[src/astx_defines.svh]
// Register offsets, field positions, reset values and timing counts
// Assumes inclusion by the transmitter module, its checker and the bench
`ifndef ASTX_DEFINES_SVH
`define ASTX_DEFINES_SVH

// ------------------------------------------------------------
// Register offsets (4-bit register port address)
// ------------------------------------------------------------
`define ASTX_OFF_INTCTL 4'h0
`define ASTX_OFF_IRQEN 4'h1
`define ASTX_OFF_IRQFLG 4'h2
`define ASTX_OFF_RXCTL 4'h3
`define ASTX_OFF_BAUD 4'h4
`define ASTX_OFF_DIRC 4'h5
`define ASTX_OFF_HOLD 4'h6
`define ASTX_OFF_TXCTL 4'h7

// ------------------------------------------------------------
// Field positions
// ------------------------------------------------------------
`define ASTX_INT_GLOBAL 7
`define ASTX_INT_PERIPH 6
`define ASTX_IRQEN_TX 4
`define ASTX_PIR_TXF 4
`define ASTX_RX_PORTEN 7
`define ASTX_TX_NINE 6
`define ASTX_TX_EN 5
`define ASTX_TX_SYNC 4
`define ASTX_TX_HIGH 2
`define ASTX_TX_SHEMPTY 1
`define ASTX_TX_D9 0
`define ASTX_TX_PIN 6
`define ASTX_RX_PIN 7

// ------------------------------------------------------------
// Reset values
// ------------------------------------------------------------
`define ASTX_RST_BYTE 8'h00
`define ASTX_RST_DIRC 8'hFF
`define ASTX_RST_TXCTL 8'h02
// Bit 3 is unimplemented and bit 1 is status: neither is writable
`define ASTX_TXCTL_WMASK 8'hF5

// ------------------------------------------------------------
// Timing: clock 200 MHz, instruction cycle 4 clocks
// ------------------------------------------------------------
`define ASTX_CLK_MHZ 200
`define ASTX_TCY_NS 20
`define ASTX_TCY_CLKS ((`ASTX_TCY_NS * `ASTX_CLK_MHZ + 999) / 1000)
`define ASTX_FLAG_LAG (2 * `ASTX_TCY_CLKS)
`define ASTX_BIT_CLKS_DEF 16

`endif

[src/astx_pkg.sv]
// Types shared by the async transmitter
// Assumes astx_defines.svh sits in the same folder
package astx_pkg;

  typedef enum logic [1:0]
  {
    ASTX_IDLE = 2'b00,
    ASTX_START = 2'b01,
    ASTX_DATA = 2'b11,
    ASTX_STOP = 2'b10
  } astx_state_t;

  typedef struct packed
  {
    logic [3:0] addr;
    logic [7:0] wdata;
    logic wr;
    logic rd;
  } astx_req_t;

  typedef struct packed
  {
    logic out;
    logic oe;
  } astx_pin_t;

endpackage

[src/astx_tx.sv]
// Asynchronous serial transmitter with its register port and pin control
// Assumes a register master that keeps strobes one cycle long, never both
//
// Local design decisions: the strobed register port and the address map.
`timescale 1ns/1ps
`include "astx_defines.svh"

// How it works
// - Sends only with tx_enable set, sync clear and serial port enabled.
// - Serial port enable forces tx_pin to output, ignoring its direction bit.
// - Serial port enable forces rx_pin to input; port latch cannot drive it.
// - Setting tx_enable makes the buffer-empty flag set, holding register empty.
// - Holding write starts sending; idle shift register loads it at once.
// - Busy shift register: new byte waits, loads right after stop bit.
// - After a load, start bit, data bits, then stop bit go out.
// - Buffer-empty flag high while tx_enable set and no byte waits in the holding register.
// - Flag may lag a write; correct after two instruction cycles.
// - Buffer-empty flag is read-only; writes never change it.
// - Flag sets regardless of irq enable; enable only gates the request.
// - Flag set plus irq enable plus global and peripheral enables interrupts.
// - Shift-empty flag set when idle, cleared on load until all sent.
// - Shift-empty flag raises no interrupt; software polls it.
// - Nine-bit select sends 9 data bits; ninth bit is the MSB.
// - Nine-bit mode captures ninth bit and byte together at load.
// - Shift register has no address; reached only via holding register.
// - Line idles mark; start space, data LSB first, stop at mark.
// - Data leaves least significant bit first in a shared format.
// - Each bit lasts BIT_CLKS clocks of a local counter, not the baud generator.
module astx_tx
  import astx_pkg::*;
#(
  parameter int BIT_CLKS = `ASTX_BIT_CLKS_DEF
)
(
  // Clock and reset
  input wire logic clk,
  input wire logic rst,
  // Register port
  input wire astx_req_t req,
  output logic [7:0] rdata,
  // Port C pins
  input wire logic [7:0] portc_in,
  input wire logic [7:0] portc_latch,
  output logic [7:0] portc_out,
  output logic [7:0] portc_oe,
  // Interrupt request toward the core
  output logic tx_irq,
  // Baud settings for the shared generator
  output logic [7:0] baud_divisor,
  output logic high_baud_select
);

  // ------------------------------------------------------------
  // Registers and decode
  // ------------------------------------------------------------
  logic [7:0] intctl_ff;
  logic [7:0] irqen_ff;
  logic [7:0] rxctl_ff;
  logic [7:0] baud_ff;
  logic [7:0] dirc_ff;
  logic [7:0] txctl_ff;
  logic [7:0] hold_ff;
  logic hold_full_ff;
  logic [8:0] shift_ff;
  logic shift_empty_ff;
  astx_state_t state_ff;
  logic [3:0] bit_idx_ff;
  logic [15:0] baud_cnt_ff;
  logic line_ff;
  logic [7:0] lag_ff;
  logic txf_ff;
  logic [7:0] rdata_ff;

  logic wr_hold;
  logic serial_port_enable;
  logic tx_enable;
  logic nine_bit_tx_select;
  logic tx_run;
  logic bit_done;
  logic last_data;
  logic load;
  logic nxt_txf;
  logic [3:0] nbits;

  assign wr_hold = req.wr && (req.addr == `ASTX_OFF_HOLD);
  assign serial_port_enable = rxctl_ff[`ASTX_RX_PORTEN];
  assign tx_enable = txctl_ff[`ASTX_TX_EN];
  assign nine_bit_tx_select = txctl_ff[`ASTX_TX_NINE];
  assign tx_run = tx_enable && !txctl_ff[`ASTX_TX_SYNC]
    && serial_port_enable;
  assign nbits = nine_bit_tx_select ? 4'h9 : 4'h8;
  assign bit_done = (baud_cnt_ff == 16'(BIT_CLKS - 1));
  assign last_data = (bit_idx_ff == nbits - 4'h1);
  // Load when the shifter is idle, or on the final stop-bit clock
  assign load = tx_run && hold_full_ff &&
    ((state_ff == ASTX_IDLE) ||
     (state_ff == ASTX_STOP && bit_done));

  always_ff @(posedge clk or posedge rst)
  begin
    if (rst)
    begin
      intctl_ff <= `ASTX_RST_BYTE;
      irqen_ff <= `ASTX_RST_BYTE;
      rxctl_ff <= `ASTX_RST_BYTE;
      baud_ff <= `ASTX_RST_BYTE;
      dirc_ff <= `ASTX_RST_DIRC;
      txctl_ff <= `ASTX_RST_TXCTL;
    end
    else if (req.wr)
    begin
      unique case (req.addr)
        `ASTX_OFF_INTCTL: intctl_ff <= req.wdata;
        `ASTX_OFF_IRQEN: irqen_ff <= req.wdata;
        `ASTX_OFF_RXCTL: rxctl_ff <= req.wdata;
        `ASTX_OFF_BAUD: baud_ff <= req.wdata;
        `ASTX_OFF_DIRC: dirc_ff <= req.wdata;
        // Shift-empty status bit is not writable
        `ASTX_OFF_TXCTL: txctl_ff <= req.wdata & `ASTX_TXCTL_WMASK;
        default: ;
      endcase
    end
  end

  // ------------------------------------------------------------
  // Holding register
  // ------------------------------------------------------------
  always_ff @(posedge clk or posedge rst)
  begin
    if (rst)
    begin
      hold_ff <= `ASTX_RST_BYTE;
      hold_full_ff <= 1'b0;
    end
    else if (wr_hold)
    begin
      hold_ff <= req.wdata;
      hold_full_ff <= 1'b1;
    end
    else if (load || !tx_enable)
    begin
      // Dropping tx_enable discards a queued byte; the buffer-empty flag reads clear
      hold_full_ff <= 1'b0;
    end
  end

  // ------------------------------------------------------------
  // Shifter: start, data LSB first, stop
  // ------------------------------------------------------------
  always_ff @(posedge clk or posedge rst)
  begin
    if (rst)
    begin
      state_ff <= ASTX_IDLE;
      shift_ff <= 9'h000;
      bit_idx_ff <= 4'h0;
      baud_cnt_ff <= 16'h0000;
      line_ff <= 1'b1;
      shift_empty_ff <= 1'b1;
    end
    else if (load)
    begin
      // Ninth bit sampled at load time together with the byte
      shift_ff <= {txctl_ff[`ASTX_TX_D9], hold_ff};
      state_ff <= ASTX_START;
      baud_cnt_ff <= 16'h0000;
      bit_idx_ff <= 4'h0;
      line_ff <= 1'b0;
      shift_empty_ff <= 1'b0;
    end
    else if (!tx_run)
    begin
      state_ff <= ASTX_IDLE;
      line_ff <= 1'b1;
      shift_empty_ff <= 1'b1;
    end
    else if (state_ff != ASTX_IDLE)
    begin
      baud_cnt_ff <= bit_done ? 16'h0000 : baud_cnt_ff + 16'h0001;
      if (bit_done)
      begin
        unique case (state_ff)
          ASTX_START:
          begin
            state_ff <= ASTX_DATA;
            line_ff <= shift_ff[0];
          end
          ASTX_DATA:
          begin
            if (last_data)
            begin
              state_ff <= ASTX_STOP;
              line_ff <= 1'b1;
            end
            else
            begin
              shift_ff <= {1'b0, shift_ff[8:1]};
              line_ff <= shift_ff[1];
              bit_idx_ff <= bit_idx_ff + 4'h1;
            end
          end
          ASTX_STOP:
          begin
            state_ff <= ASTX_IDLE;
            shift_empty_ff <= 1'b1;
          end
          default: ;
        endcase
      end
    end
  end

  // ------------------------------------------------------------
  // Buffer-empty flag with write lag
  // ------------------------------------------------------------
  // The flag follows the queue, but is held stale for up to two
  // instruction cycles after a holding write, as the core would see it.
  assign nxt_txf = tx_enable && !hold_full_ff;
  always_ff @(posedge clk or posedge rst)
  begin
    if (rst)
    begin
      lag_ff <= 8'h00;
      txf_ff <= 1'b0;
    end
    else
    begin
      if (wr_hold)
        lag_ff <= 8'(`ASTX_FLAG_LAG - 1);
      else if (lag_ff != 8'h00)
        lag_ff <= lag_ff - 8'h01;
      // Refresh outside the lag; a disable always clears at once
      if (lag_ff == 8'h00 && !wr_hold || !tx_enable)
        txf_ff <= nxt_txf;
    end
  end

  // Only the buffer-empty flag requests interrupts; shift-empty never does
  always_ff @(posedge clk or posedge rst)
  begin
    if (rst)
      tx_irq <= 1'b0;
    else
      tx_irq <= txf_ff && irqen_ff[`ASTX_IRQEN_TX]
        && intctl_ff[`ASTX_INT_GLOBAL]
        && intctl_ff[`ASTX_INT_PERIPH];
  end

  // ------------------------------------------------------------
  // Read data, one cycle after the read strobe
  // ------------------------------------------------------------
  always_ff @(posedge clk or posedge rst)
  begin
    if (rst)
      rdata_ff <= 8'h00;
    else if (req.rd)
    begin
      unique case (req.addr)
        `ASTX_OFF_INTCTL: rdata_ff <= intctl_ff;
        `ASTX_OFF_IRQEN: rdata_ff <= irqen_ff;
        `ASTX_OFF_IRQFLG: rdata_ff <= 8'(txf_ff) << `ASTX_PIR_TXF;
        `ASTX_OFF_RXCTL: rdata_ff <= rxctl_ff;
        `ASTX_OFF_BAUD: rdata_ff <= baud_ff;
        `ASTX_OFF_DIRC: rdata_ff <= dirc_ff;
        `ASTX_OFF_TXCTL: rdata_ff <= txctl_ff
          | (8'(shift_empty_ff) << `ASTX_TX_SHEMPTY);
        // Holding register is write-only; unmapped reads give zero
        default: rdata_ff <= 8'h00;
      endcase
    end
    else
      rdata_ff <= 8'h00;
  end
  assign rdata = rdata_ff;

  // ------------------------------------------------------------
  // Pin control
  // ------------------------------------------------------------
  genvar gi;
  generate
    for (gi = 0; gi < 8; gi++)
    begin : g_pin
      if (gi == `ASTX_TX_PIN)
      begin : g_tx
        assign portc_oe[gi] = serial_port_enable || !dirc_ff[gi];
        assign portc_out[gi] = serial_port_enable ? line_ff
          : portc_latch[gi];
      end
      else if (gi == `ASTX_RX_PIN)
      begin : g_rx
        assign portc_oe[gi] = !serial_port_enable && !dirc_ff[gi];
        assign portc_out[gi] = serial_port_enable ? 1'b0
          : portc_latch[gi];
      end
      else
      begin : g_gp
        assign portc_oe[gi] = !dirc_ff[gi];
        assign portc_out[gi] = portc_latch[gi];
      end
    end
  endgenerate

  assign baud_divisor = baud_ff;
  assign high_baud_select = txctl_ff[`ASTX_TX_HIGH];

endmodule

[config.mk]
export PLATFORM = sky130hd
export DESIGN_NAME = astx_tx
export DESIGN_NICKNAME = d
export VERILOG_FILES = /design/src/astx_pkg.sv /design/src/astx_tx.sv
export VERILOG_INCLUDE_DIRS = /design/src
export SDC_FILE = /design/constraint.sdc
export NUM_CORES = 1
export LEC_CHECK = 0
export ABC_AREA = 0
export BUFFER_PORTS_ARGS = -buffer_cell sky130_fd_sc_hd__buf_4
export CAP_MARGIN = 0
export CELL_PAD_IN_SITES_DETAIL_PLACEMENT = 1
export CELL_PAD_IN_SITES_GLOBAL_PLACEMENT = 1
export CORE_MARGIN = 2
export CORE_UTILIZATION = 40
export CTS_BUF_LIST = sky130_fd_sc_hd__clkbuf_16
export CTS_CLUSTER_DIAMETER = 50
export CTS_CLUSTER_SIZE = 25
export DETAILED_ROUTE_END_ITERATION = 12
export PLACE_DENSITY = 0.72
export RECOVER_POWER = 100
export SYNTH_ARGS = -nofsm -noshare
export SYNTH_HDL_FRONTEND = slang
export SYNTH_SLANG_ARGS = --single-unit
export TNS_END_PERCENT = 20
[constraint.sdc]
create_clock -name clk -period 7.3 [get_ports clk]
set_input_delay 0.365 -clock clk [delete_from_list [all_inputs] [get_ports clk]]
set_output_delay 0.365 -clock clk [all_outputs]
set_load 0.02 [all_outputs]
==> impl_metrics.py, run 1 <==
metrics = {
    "finish": {
        "antenna_cells": 0,
        "layout_commonest_cell": "dfrtp_1",
        "final_util_pct": 45.9,
        "area_growth_pct": 12.4,
        "fillers": 1430,
        "fin_nets": 537,
        "final_cell_mix": "96 x dfrtp_1, 54 x mux2_2, 33 x nor2_1, 28 x clkbuf_1, 26 x nand2_1",
        "stdcell_count": 679,
        "drive_gt1_share_pct": 19.9,
    },
    "min_path": {
        "hold_path.class": "input pin to register",
        "min_to": "dirc_ff[5]$_DFFE_PP1P_",
        "whs_path_depth": 2,
        "hp-start": "req[7]",
    },
    "setup_path": {
        "cp_cell_sequence": "or4_1, nor4_1, o21ai_0, nor2_1, a211oi_1",
        "r2r-start": "baud_cnt_ff[9]$_DFFE_PP0P_",
        "cpMaxStageDelayCell": "nor4_1",
        "cp_slowest_stage_delay_ns": 0.99,
        "path_buf_inv": 0,
        "r2r_cells": 5,
        "cp.arrival_ns": 3.41,
        "required_ns": 7.48,
        "worstPathMaxFanout": 9,
        "worstSetupStartpointType": "register",
        "endpoint_kind": "register",
        "cpLargestDelayFamily": "simple AND/OR/NAND/NOR gates",
        "rr_endpoint": "shift_ff[8]$_DFFE_PP0P_",
        "critical_path_class": "register to register",
        "r2r_setup_slack_ns": 4.07,
    },
    "grt": {
        "grt_pass1_wl_um": 21000,
        "grt_overflow": 0,
        "grt.total_usage_pct": 20.3,
        "first_global_vias": 4017,
        "antenna_found_initial": 0,
        "grt_max_degree": 82,
    },
    "clock_tree": {
        "clock_latency_ns": 0.36,
        "cts_tree": "done",
        "post_cts_buffers": 0,
        "root_buffer": "clkbuf_16",
        "postCtsResizedCells": 0,
        "htree_levels": 3,
        "clkTransAtPathRegs_ns": 0.07,
        "cts_hold_buf": 1,
        "cts.sinks": 107,
        "cts_max_path_buffers": 2,
        "cts_made_buffers": 9,
    },
    "placement": {
        "gp_congestion": 0.776,
        "port_buffers": 45,
        "dp.cells": 662,
        "hpwl_um": 9100,
    },
    "status": {
        "status": "completed",
    },
    "timing": {
        "finalMaxSlewViolations": 0,
        "rsz0062_at_grt": "false",
        "slew_headroom_pct": 19.7,
        "period_needed_ns": 3.23,
        "period_share_pct": 44.2,
        "hold_viol_final": 0,
        "tns_ns": 0,
        "skew_ns": 0.00707,
        "setup-violations-final": 0,
        "clock.fmax_mhz": 310,
        "tightest_slew_ns": 1.20,
    },
    "drt": {
        "vias_per_cell": 5.62,
        "firstDrtPassIters": 4,
        "drtIter0Drc": 226,
        "wl_per_cell_um": 19.0,
        "finalWirelength_um": 12900,
        "ant_nets": 0,
        "remaining_drc_errors": 0,
        "vias": 3813,
    },
    "synthesis": {
        "async_reset_ff_share_pct": 100,
        "synth_seq_cells": 107,
        "syn_area_mm2": 0.00511,
        "synthesis.nets": 497,
        "synth_edf_count": 0,
        "ys_warn_count": 0,
        "ys_types": 53,
        "syn_avg_cell_area_um2": 11.1,
        "yosysTopAreaCell": "dfrtp_1",
        "syn_inst": 462,
        "synth_top_cell_area_share_pct": 47.0,
        "synth-main-ff-cell": "dfrtp_1",
        "synthTopCellsByArea": "dfrtp_1 47%, mux2_2 12%, dfstp_2 5.7%",
        "yosysSeqAreaShare_pct": 52.7,
    },
    "power_and_ir_drop": {
        "p_leak_nw": 2.48,
        "ir_worst_vdd_uv": 125,
        "power_mw": 1.50,
        "p_per_area_mw_per_mm2": 262,
    },
    "floorplanning": {
        "ios": 66,
        "row_count": 41,
        "dieHeight_um": 117,
        "initial_utilization_pct": 40.8,
        "die-area_mm2": 0.0137,
        "coreArea_mm2": 0.0125,
        "dieWidth_um": 117,
    },
    "job": {
        "drv_cap": 0,
    },
}
## state kept, by name, summed over array words and instances (netlist names)
register	cells
shift_empty_ff	1
bit_idx_ff	4
rdata	8
state_ff	2
tx_irq	1
baud_cnt_ff	16
dirc_ff	8
shift_ff	9
baud_divisor	8
hold_full_ff	1
txctl_ff	7
txf_ff	1
line_ff	1
rxctl_ff	8
intctl_ff	8
irqen_ff	8
hold_ff	8
lag_ff	8
## Yosys cell counts (all sizes together), types with 4 or more instances
cell,number
a21oi,20
a221oi,6
a22oi,6
a31oi,4
and3,4
buf,10
clkbuf,13
dfrtp,96
dfstp,11
inv,16
mux2,56
mux2i,6
nand2,26
nand2b,5
nand3,6
nand3b,5
nand4,7
nor2,33
nor3,25
nor3b,11
nor4,8
o21ai,10
o22ai,8
o31ai,4
or3,14
or4,7
xor2,8
## area by class of cell
type,count,area (um^2),share of cell area [%]
clock inverters,7,42.5,0.741
inverters,16,61.3,1.07
flip-flops and latches,107,2690,46.9
multi-input cells,316,2220,38.6
well taps,172,215,3.75
clock buffers,9,225,3.92
repair buffers,52,288,5.01
## report_power, final
| part | internal (mW) | switching [mW] | total, mW |
|---|---|---|---|
| registers | 0.694 | 0.0773 | 0.771 |
| clock network | 0.231 | 0.229 | 0.460 |
| logic | 0.128 | 0.144 | 0.272 |
## through the flow
step | area (um^2) | setup slack [ns] | hold WS (ns)
after detailed placement | 5590 | 4.49 | 0.368
after global routing | 5740 | 3.80 | 0.279
final | 5740 | 4.07 | 0.287
after floorplan | 5110 | 4.14 | 0.473
after CTS | 5870 | 4.50 | 0.282
after global placement | 5590 | 4.54 | 0.368
## logic make-up (layout without fill, tap and decap cells)
family / count (synthesis) / after routing / share of synthesized area (%)
fa+ha+maj: 3 / 3 / 0.735
simple gates: 166 / 166 / 18.1
compound gates: 74 / 74 / 9.60
mux: 62 / 62 / 13.5
flops: 107 / 107 / 52.7
xor+xnor: 11 / 11 / 1.89
buf+inv: 39 / 84 / 3.50
## metal layers
metal | vias up | track usage (%) | part of all wire (%)
li1 | 1771 | - | -
met1 | 1970 | 27.3 | 48
met2 | 54 | 32.9 | 47
met3 | 18 | 4.38 | 2.8
met4 | 0 | 6.67 | 1.8
met5 | - | 0 | 0
## worst max-delay path by stage
stage / depth (start not counted) / to / startpoint
after global placement: 5 / bit_idx_ff[1]$_DFFE_PP0P_ / baud_cnt_ff[9]$_DFFE_PP0P_
after detailed placement: 5 / bit_idx_ff[1]$_DFFE_PP0P_ / baud_cnt_ff[9]$_DFFE_PP0P_
final: 5 / shift_ff[8]$_DFFE_PP0P_ / baud_cnt_ff[9]$_DFFE_PP0P_
after CTS: 5 / bit_idx_ff[1]$_DFFE_PP0P_ / baud_cnt_ff[9]$_DFFE_PP0P_
after global routing: 5 / shift_ff[8]$_DFFE_PP0P_ / baud_cnt_ff[9]$_DFFE_PP0P_
after floorplan: 1 / baud_cnt_ff[0]$_DFFE_PP0P_ / rst
Note: power is estimated with default switching activity, not from simulation.
==> run 2: changes to the inputs <==
--- a/config.mk
+++ b/config.mk
@@ -6,18 +6,18 @@
 export SDC_FILE = /design/constraint.sdc
 export NUM_CORES = 1
 export LEC_CHECK = 0
-export ABC_AREA = 0
+export ABC_AREA = 1
 export BUFFER_PORTS_ARGS = -buffer_cell sky130_fd_sc_hd__buf_4
 export CAP_MARGIN = 0
 export CELL_PAD_IN_SITES_DETAIL_PLACEMENT = 1
 export CELL_PAD_IN_SITES_GLOBAL_PLACEMENT = 1
 export CORE_MARGIN = 2
-export CORE_UTILIZATION = 40
+export CORE_UTILIZATION = 39
 export CTS_BUF_LIST = sky130_fd_sc_hd__clkbuf_16
 export CTS_CLUSTER_DIAMETER = 50
 export CTS_CLUSTER_SIZE = 25
 export DETAILED_ROUTE_END_ITERATION = 12
-export PLACE_DENSITY = 0.72
+export PLACE_DENSITY = 0.77
 export RECOVER_POWER = 100
 export SYNTH_ARGS = -nofsm -noshare
 export SYNTH_HDL_FRONTEND = slang
==> constraint.sdc (replaced) <==
create_clock -name clk -period 2.75 [get_ports clk]
set_input_delay 0.1375 -clock clk [delete_from_list [all_inputs] [get_ports clk]]
set_output_delay 0.1375 -clock clk [all_outputs]
set_load 0.02 [all_outputs]
==> run 2 against run 1 <==
Net effect:
- core utilization is 1.2 points lower
- flip-flop and latch count stayed put
- first-iteration DRC count is 4.9% lower
- non-clock buffer count is 2 lower
- maximum frequency is 34% higher
- count of clock-buffer cells in the layout stayed put
- sequential share of layout area is 0.79 points lower
- worst setup slack worse by 3.7 ns
==> impl_metrics.py, run 2 <==
metrics = {
    "synthesis": {
        "ys_types": 31,
        "yosysTopAreaCell": "dfrtp_1",
        "synth-compound-area-share_pct": 9.88,
        "muxShareOfSynthArea_pct": 0,
        "synth_seq_cells": 107,
        "synth_edf_count": 0,
        "async_reset_ff_share_pct": 100,
        "synth_most_common_cell": "nand2_1",
        "ys_warn_count": 0,
        "synth-main-ff-cell": "dfrtp_1",
        "yosysSeqAreaShare_pct": 52.0,
        "synth-xor-area-share_pct": 1.52,
        "synth_simple_gate_area_share_pct": 28.0,
        "synthTopCellsByCount": "202 x nand2_1, 96 x dfrtp_1, 71 x inv_1, 65 x o21ai_0, 59 x nor2_1",
        "synth_top_family_by_area": "simple AND/OR/NAND/NOR gates",
        "synthesis.nets": 694,
        "syn_area_mm2": 0.00518,
        "syn_inst": 659,
        "synth_top_cell_area_share_pct": 46.4,
        "synthAdderAreaFrac_pct": 0.725,
        "syn_avg_cell_area_um2": 7.86,
        "synthTopCellsByArea": "dfrtp_1 46%, nand2_1 15%, o21ai_0 6.3%",
    },
    "timing": {
        "finalMaxSlewViolations": 0,
        "slew_headroom_pct": 7.84,
        "clock.fmax_mhz": 416,
        "period_share_pct": 87.3,
        "skew_ns": 0.00924,
        "hold_viol_final": 0,
        "period_needed_ns": 2.40,
        "hold_ws_ns": 0.0103,
        "setup-violations-final": 0,
        "rsz0062_at_grt": "false",
        "tns_ns": 0,
        "tightest_slew_ns": 1.37,
    },
    "drt": {
        "ant_nets": 0,
        "vias_per_cell": 5.09,
        "remaining_drc_errors": 0,
        "vias": 4475,
        "finalWirelength_um": 14100,
        "wl_per_cell_um": 16.0,
        "firstDrtPassIters": 4,
        "drtIter0Drc": 215,
    },
    "power_and_ir_drop": {
        "comb_power_share_pct": 18.8,
        "p_int_mw": 2.78,
        "p_sw_share_pct": 33.0,
        "power.share.clock_pct": 31.3,
        "p_leak_nw": 2.88,
        "p_per_area_mw_per_mm2": 710,
        "ir_worst_vdd_uv": 447,
        "p_switching_mw": 1.37,
        "p_seq_share_pct": 49.8,
    },
    "job": {
        "drv_cap": 0,
    },
    "grt": {
        "grt_overflow": 0,
        "grt.total_usage_pct": 21.2,
        "grt_max_degree": 79,
        "antenna_found_initial": 0,
        "grt_pass1_wl_um": 23600,
        "first_global_vias": 4797,
    },
    "setup_path": {
        "critical_path_class": "register to register",
        "cpMaxStageDelayCell": "dfrtp_1",
        "crit_start": "rxctl_ff[7]$_DFFE_PP0P_",
        "cp_cell_sequence": "inv_1, nor3_4, nand3_1, nor2_1, inv_2, nand2_2, o21ai_0",
        "worstSetupStartpointType": "register",
        "required_ns": 2.98,
        "path_buf_inv": 2,
        "r2r-start": "rxctl_ff[7]$_DFFE_PP0P_",
        "cpLargestDelayFamily": "simple AND/OR/NAND/NOR gates",
        "cp_slowest_stage_delay_ns": 0.55,
        "cp.arrival_ns": 2.64,
        "endpoint_kind": "register",
        "worstPathMaxFanout": 12,
    },
    "finish": {
        "antenna_cells": 0,
        "largest_register_ffs": 16,
        "final_area_mm2": 0.00584,
        "drive_gt1_share_pct": 7.53,
        "fin_nets": 734,
        "reg_top3": "baud_cnt_ff: 16 flops, shift_ff: 9 flops",
        "layout_commonest_cell": "nand2_1",
        "area_growth_pct": 12.8,
        "final_cell_mix": "202 x nand2_1, 96 x dfrtp_1, 73 x inv_1, 66 x o21ai_0, 63 x nor2_1",
        "regMostFlops": "baud_cnt_ff",
    },
    "floorplanning": {
        "coreArea_mm2": 0.0131,
        "initial_utilization_pct": 39.6,
        "dieHeight_um": 119,
        "ios": 66,
        "row_count": 42,
        "dieWidth_um": 119,
        "die-area_mm2": 0.0142,
    },
    "min_path": {
        "hp-start": "req[4]",
        "hold_path.class": "input pin to register",
    },
    "status": {
        "status": "completed",
    },
    "placement": {
        "dpl_cell_area_mm2": 0.00565,
        "port_buffers": 45,
        "gp_congestion": 0.812,
        "hpwl_um": 10100,
    },
    "clock_tree": {
        "cts_tree": "done",
        "postCtsResizedCells": 0,
        "clkTransAtPathRegs_ns": 0.08,
        "cts_max_path_buffers": 2,
        "cts.sinks": 107,
        "cts_made_buffers": 9,
        "htree_levels": 3,
        "clock_latency_ns": 0.36,
        "root_buffer": "clkbuf_16",
    },
}
run 2: cells by family after synthesis:
family | count (synthesis)
simple gates | 346
flops | 107
compound gates | 97
buf+inv | 97
xor+xnor | 9
fa+ha+maj | 3
run 2: repair_timing:
item	CTS	global route
hold buffers	3	0
setup buffers	0	0
hold endpoints to repair	29	0
setup endpoints to repair	0	0
run 2: final timing paths:
path,end,cells past startpoint,slack (ns)
setup / recovery,bit_idx_ff[2]$_DFFE_PP0P_,7,0.35
hold / removal,txctl_ff[2]$_DFFE_PP0P_,3,0.01
setup reg to reg,bit_idx_ff[2]$_DFFE_PP0P_,7,0.35
hold reg to reg,txctl_ff[1]$_DFFE_PP1P_,2,0.45
max in group asynchronous,txctl_ff[1]$_DFFE_PP1P_,4,1.10
min in group asynchronous,irqen_ff[0]$_DFFE_PP0P_,3,0.65
run 2: layer usage:
metal | part of all wire, % | track usage (%) | vias up | routed length (um)
li1 | - | - | 2173 | -
met1 | 45 | 27.2 | 2205 | 6390
met2 | 49 | 35.6 | 77 | 6930
met3 | 3.2 | 4.60 | 20 | 457
met4 | 2.2 | 6.85 | 0 | 304
met5 | 0 | 0 | - | 0
run 2: worst register-to-register path: stages (launching register included):
cell and delay, ns:
dfrtp_1 0.55, inv_1 0.19, nor3_4 0.46, nand3_1 0.17, nor2_1 0.36, inv_2 0.21, nand2_2 0.23, o21ai_0 0.11
run 2: layout make-up:
class                   instances  area [um^2]
fillers                      1635         7240
flip-flops and latches        107         2690
multi-input cells             455         2070
inverters                      76          287
repair buffers                 50          279
clock buffers                   9          225
well taps                     176          220
clock inverters                 7         68.8
run 2: stage by stage:
stage          setup WS (ns)  utilization [%]  power [mW]  instances
2_1_floorplan           1.20                -        2.62        659
3_3_place_gp           0.567             43.1        2.88        861
5_1_grt                0.127             44.6        4.40        880
6_report               0.349             44.6        4.15        880
4_1_cts                0.426             45.6        4.26        880
3_5_place_dp           0.443             43.1        2.94        861
run 2: power groups by stage:
stage / combinational, mW / clock, mW / sequential (mW)
after floorplan: 0.542 / 0 / 2.08
after global placement: 0.799 / 0 / 2.08
after detailed placement: 0.845 / 0 / 2.10
after CTS: 0.854 / 1.34 / 2.07
after global routing: 0.905 / 1.39 / 2.11
final: 0.780 / 1.30 / 2.07
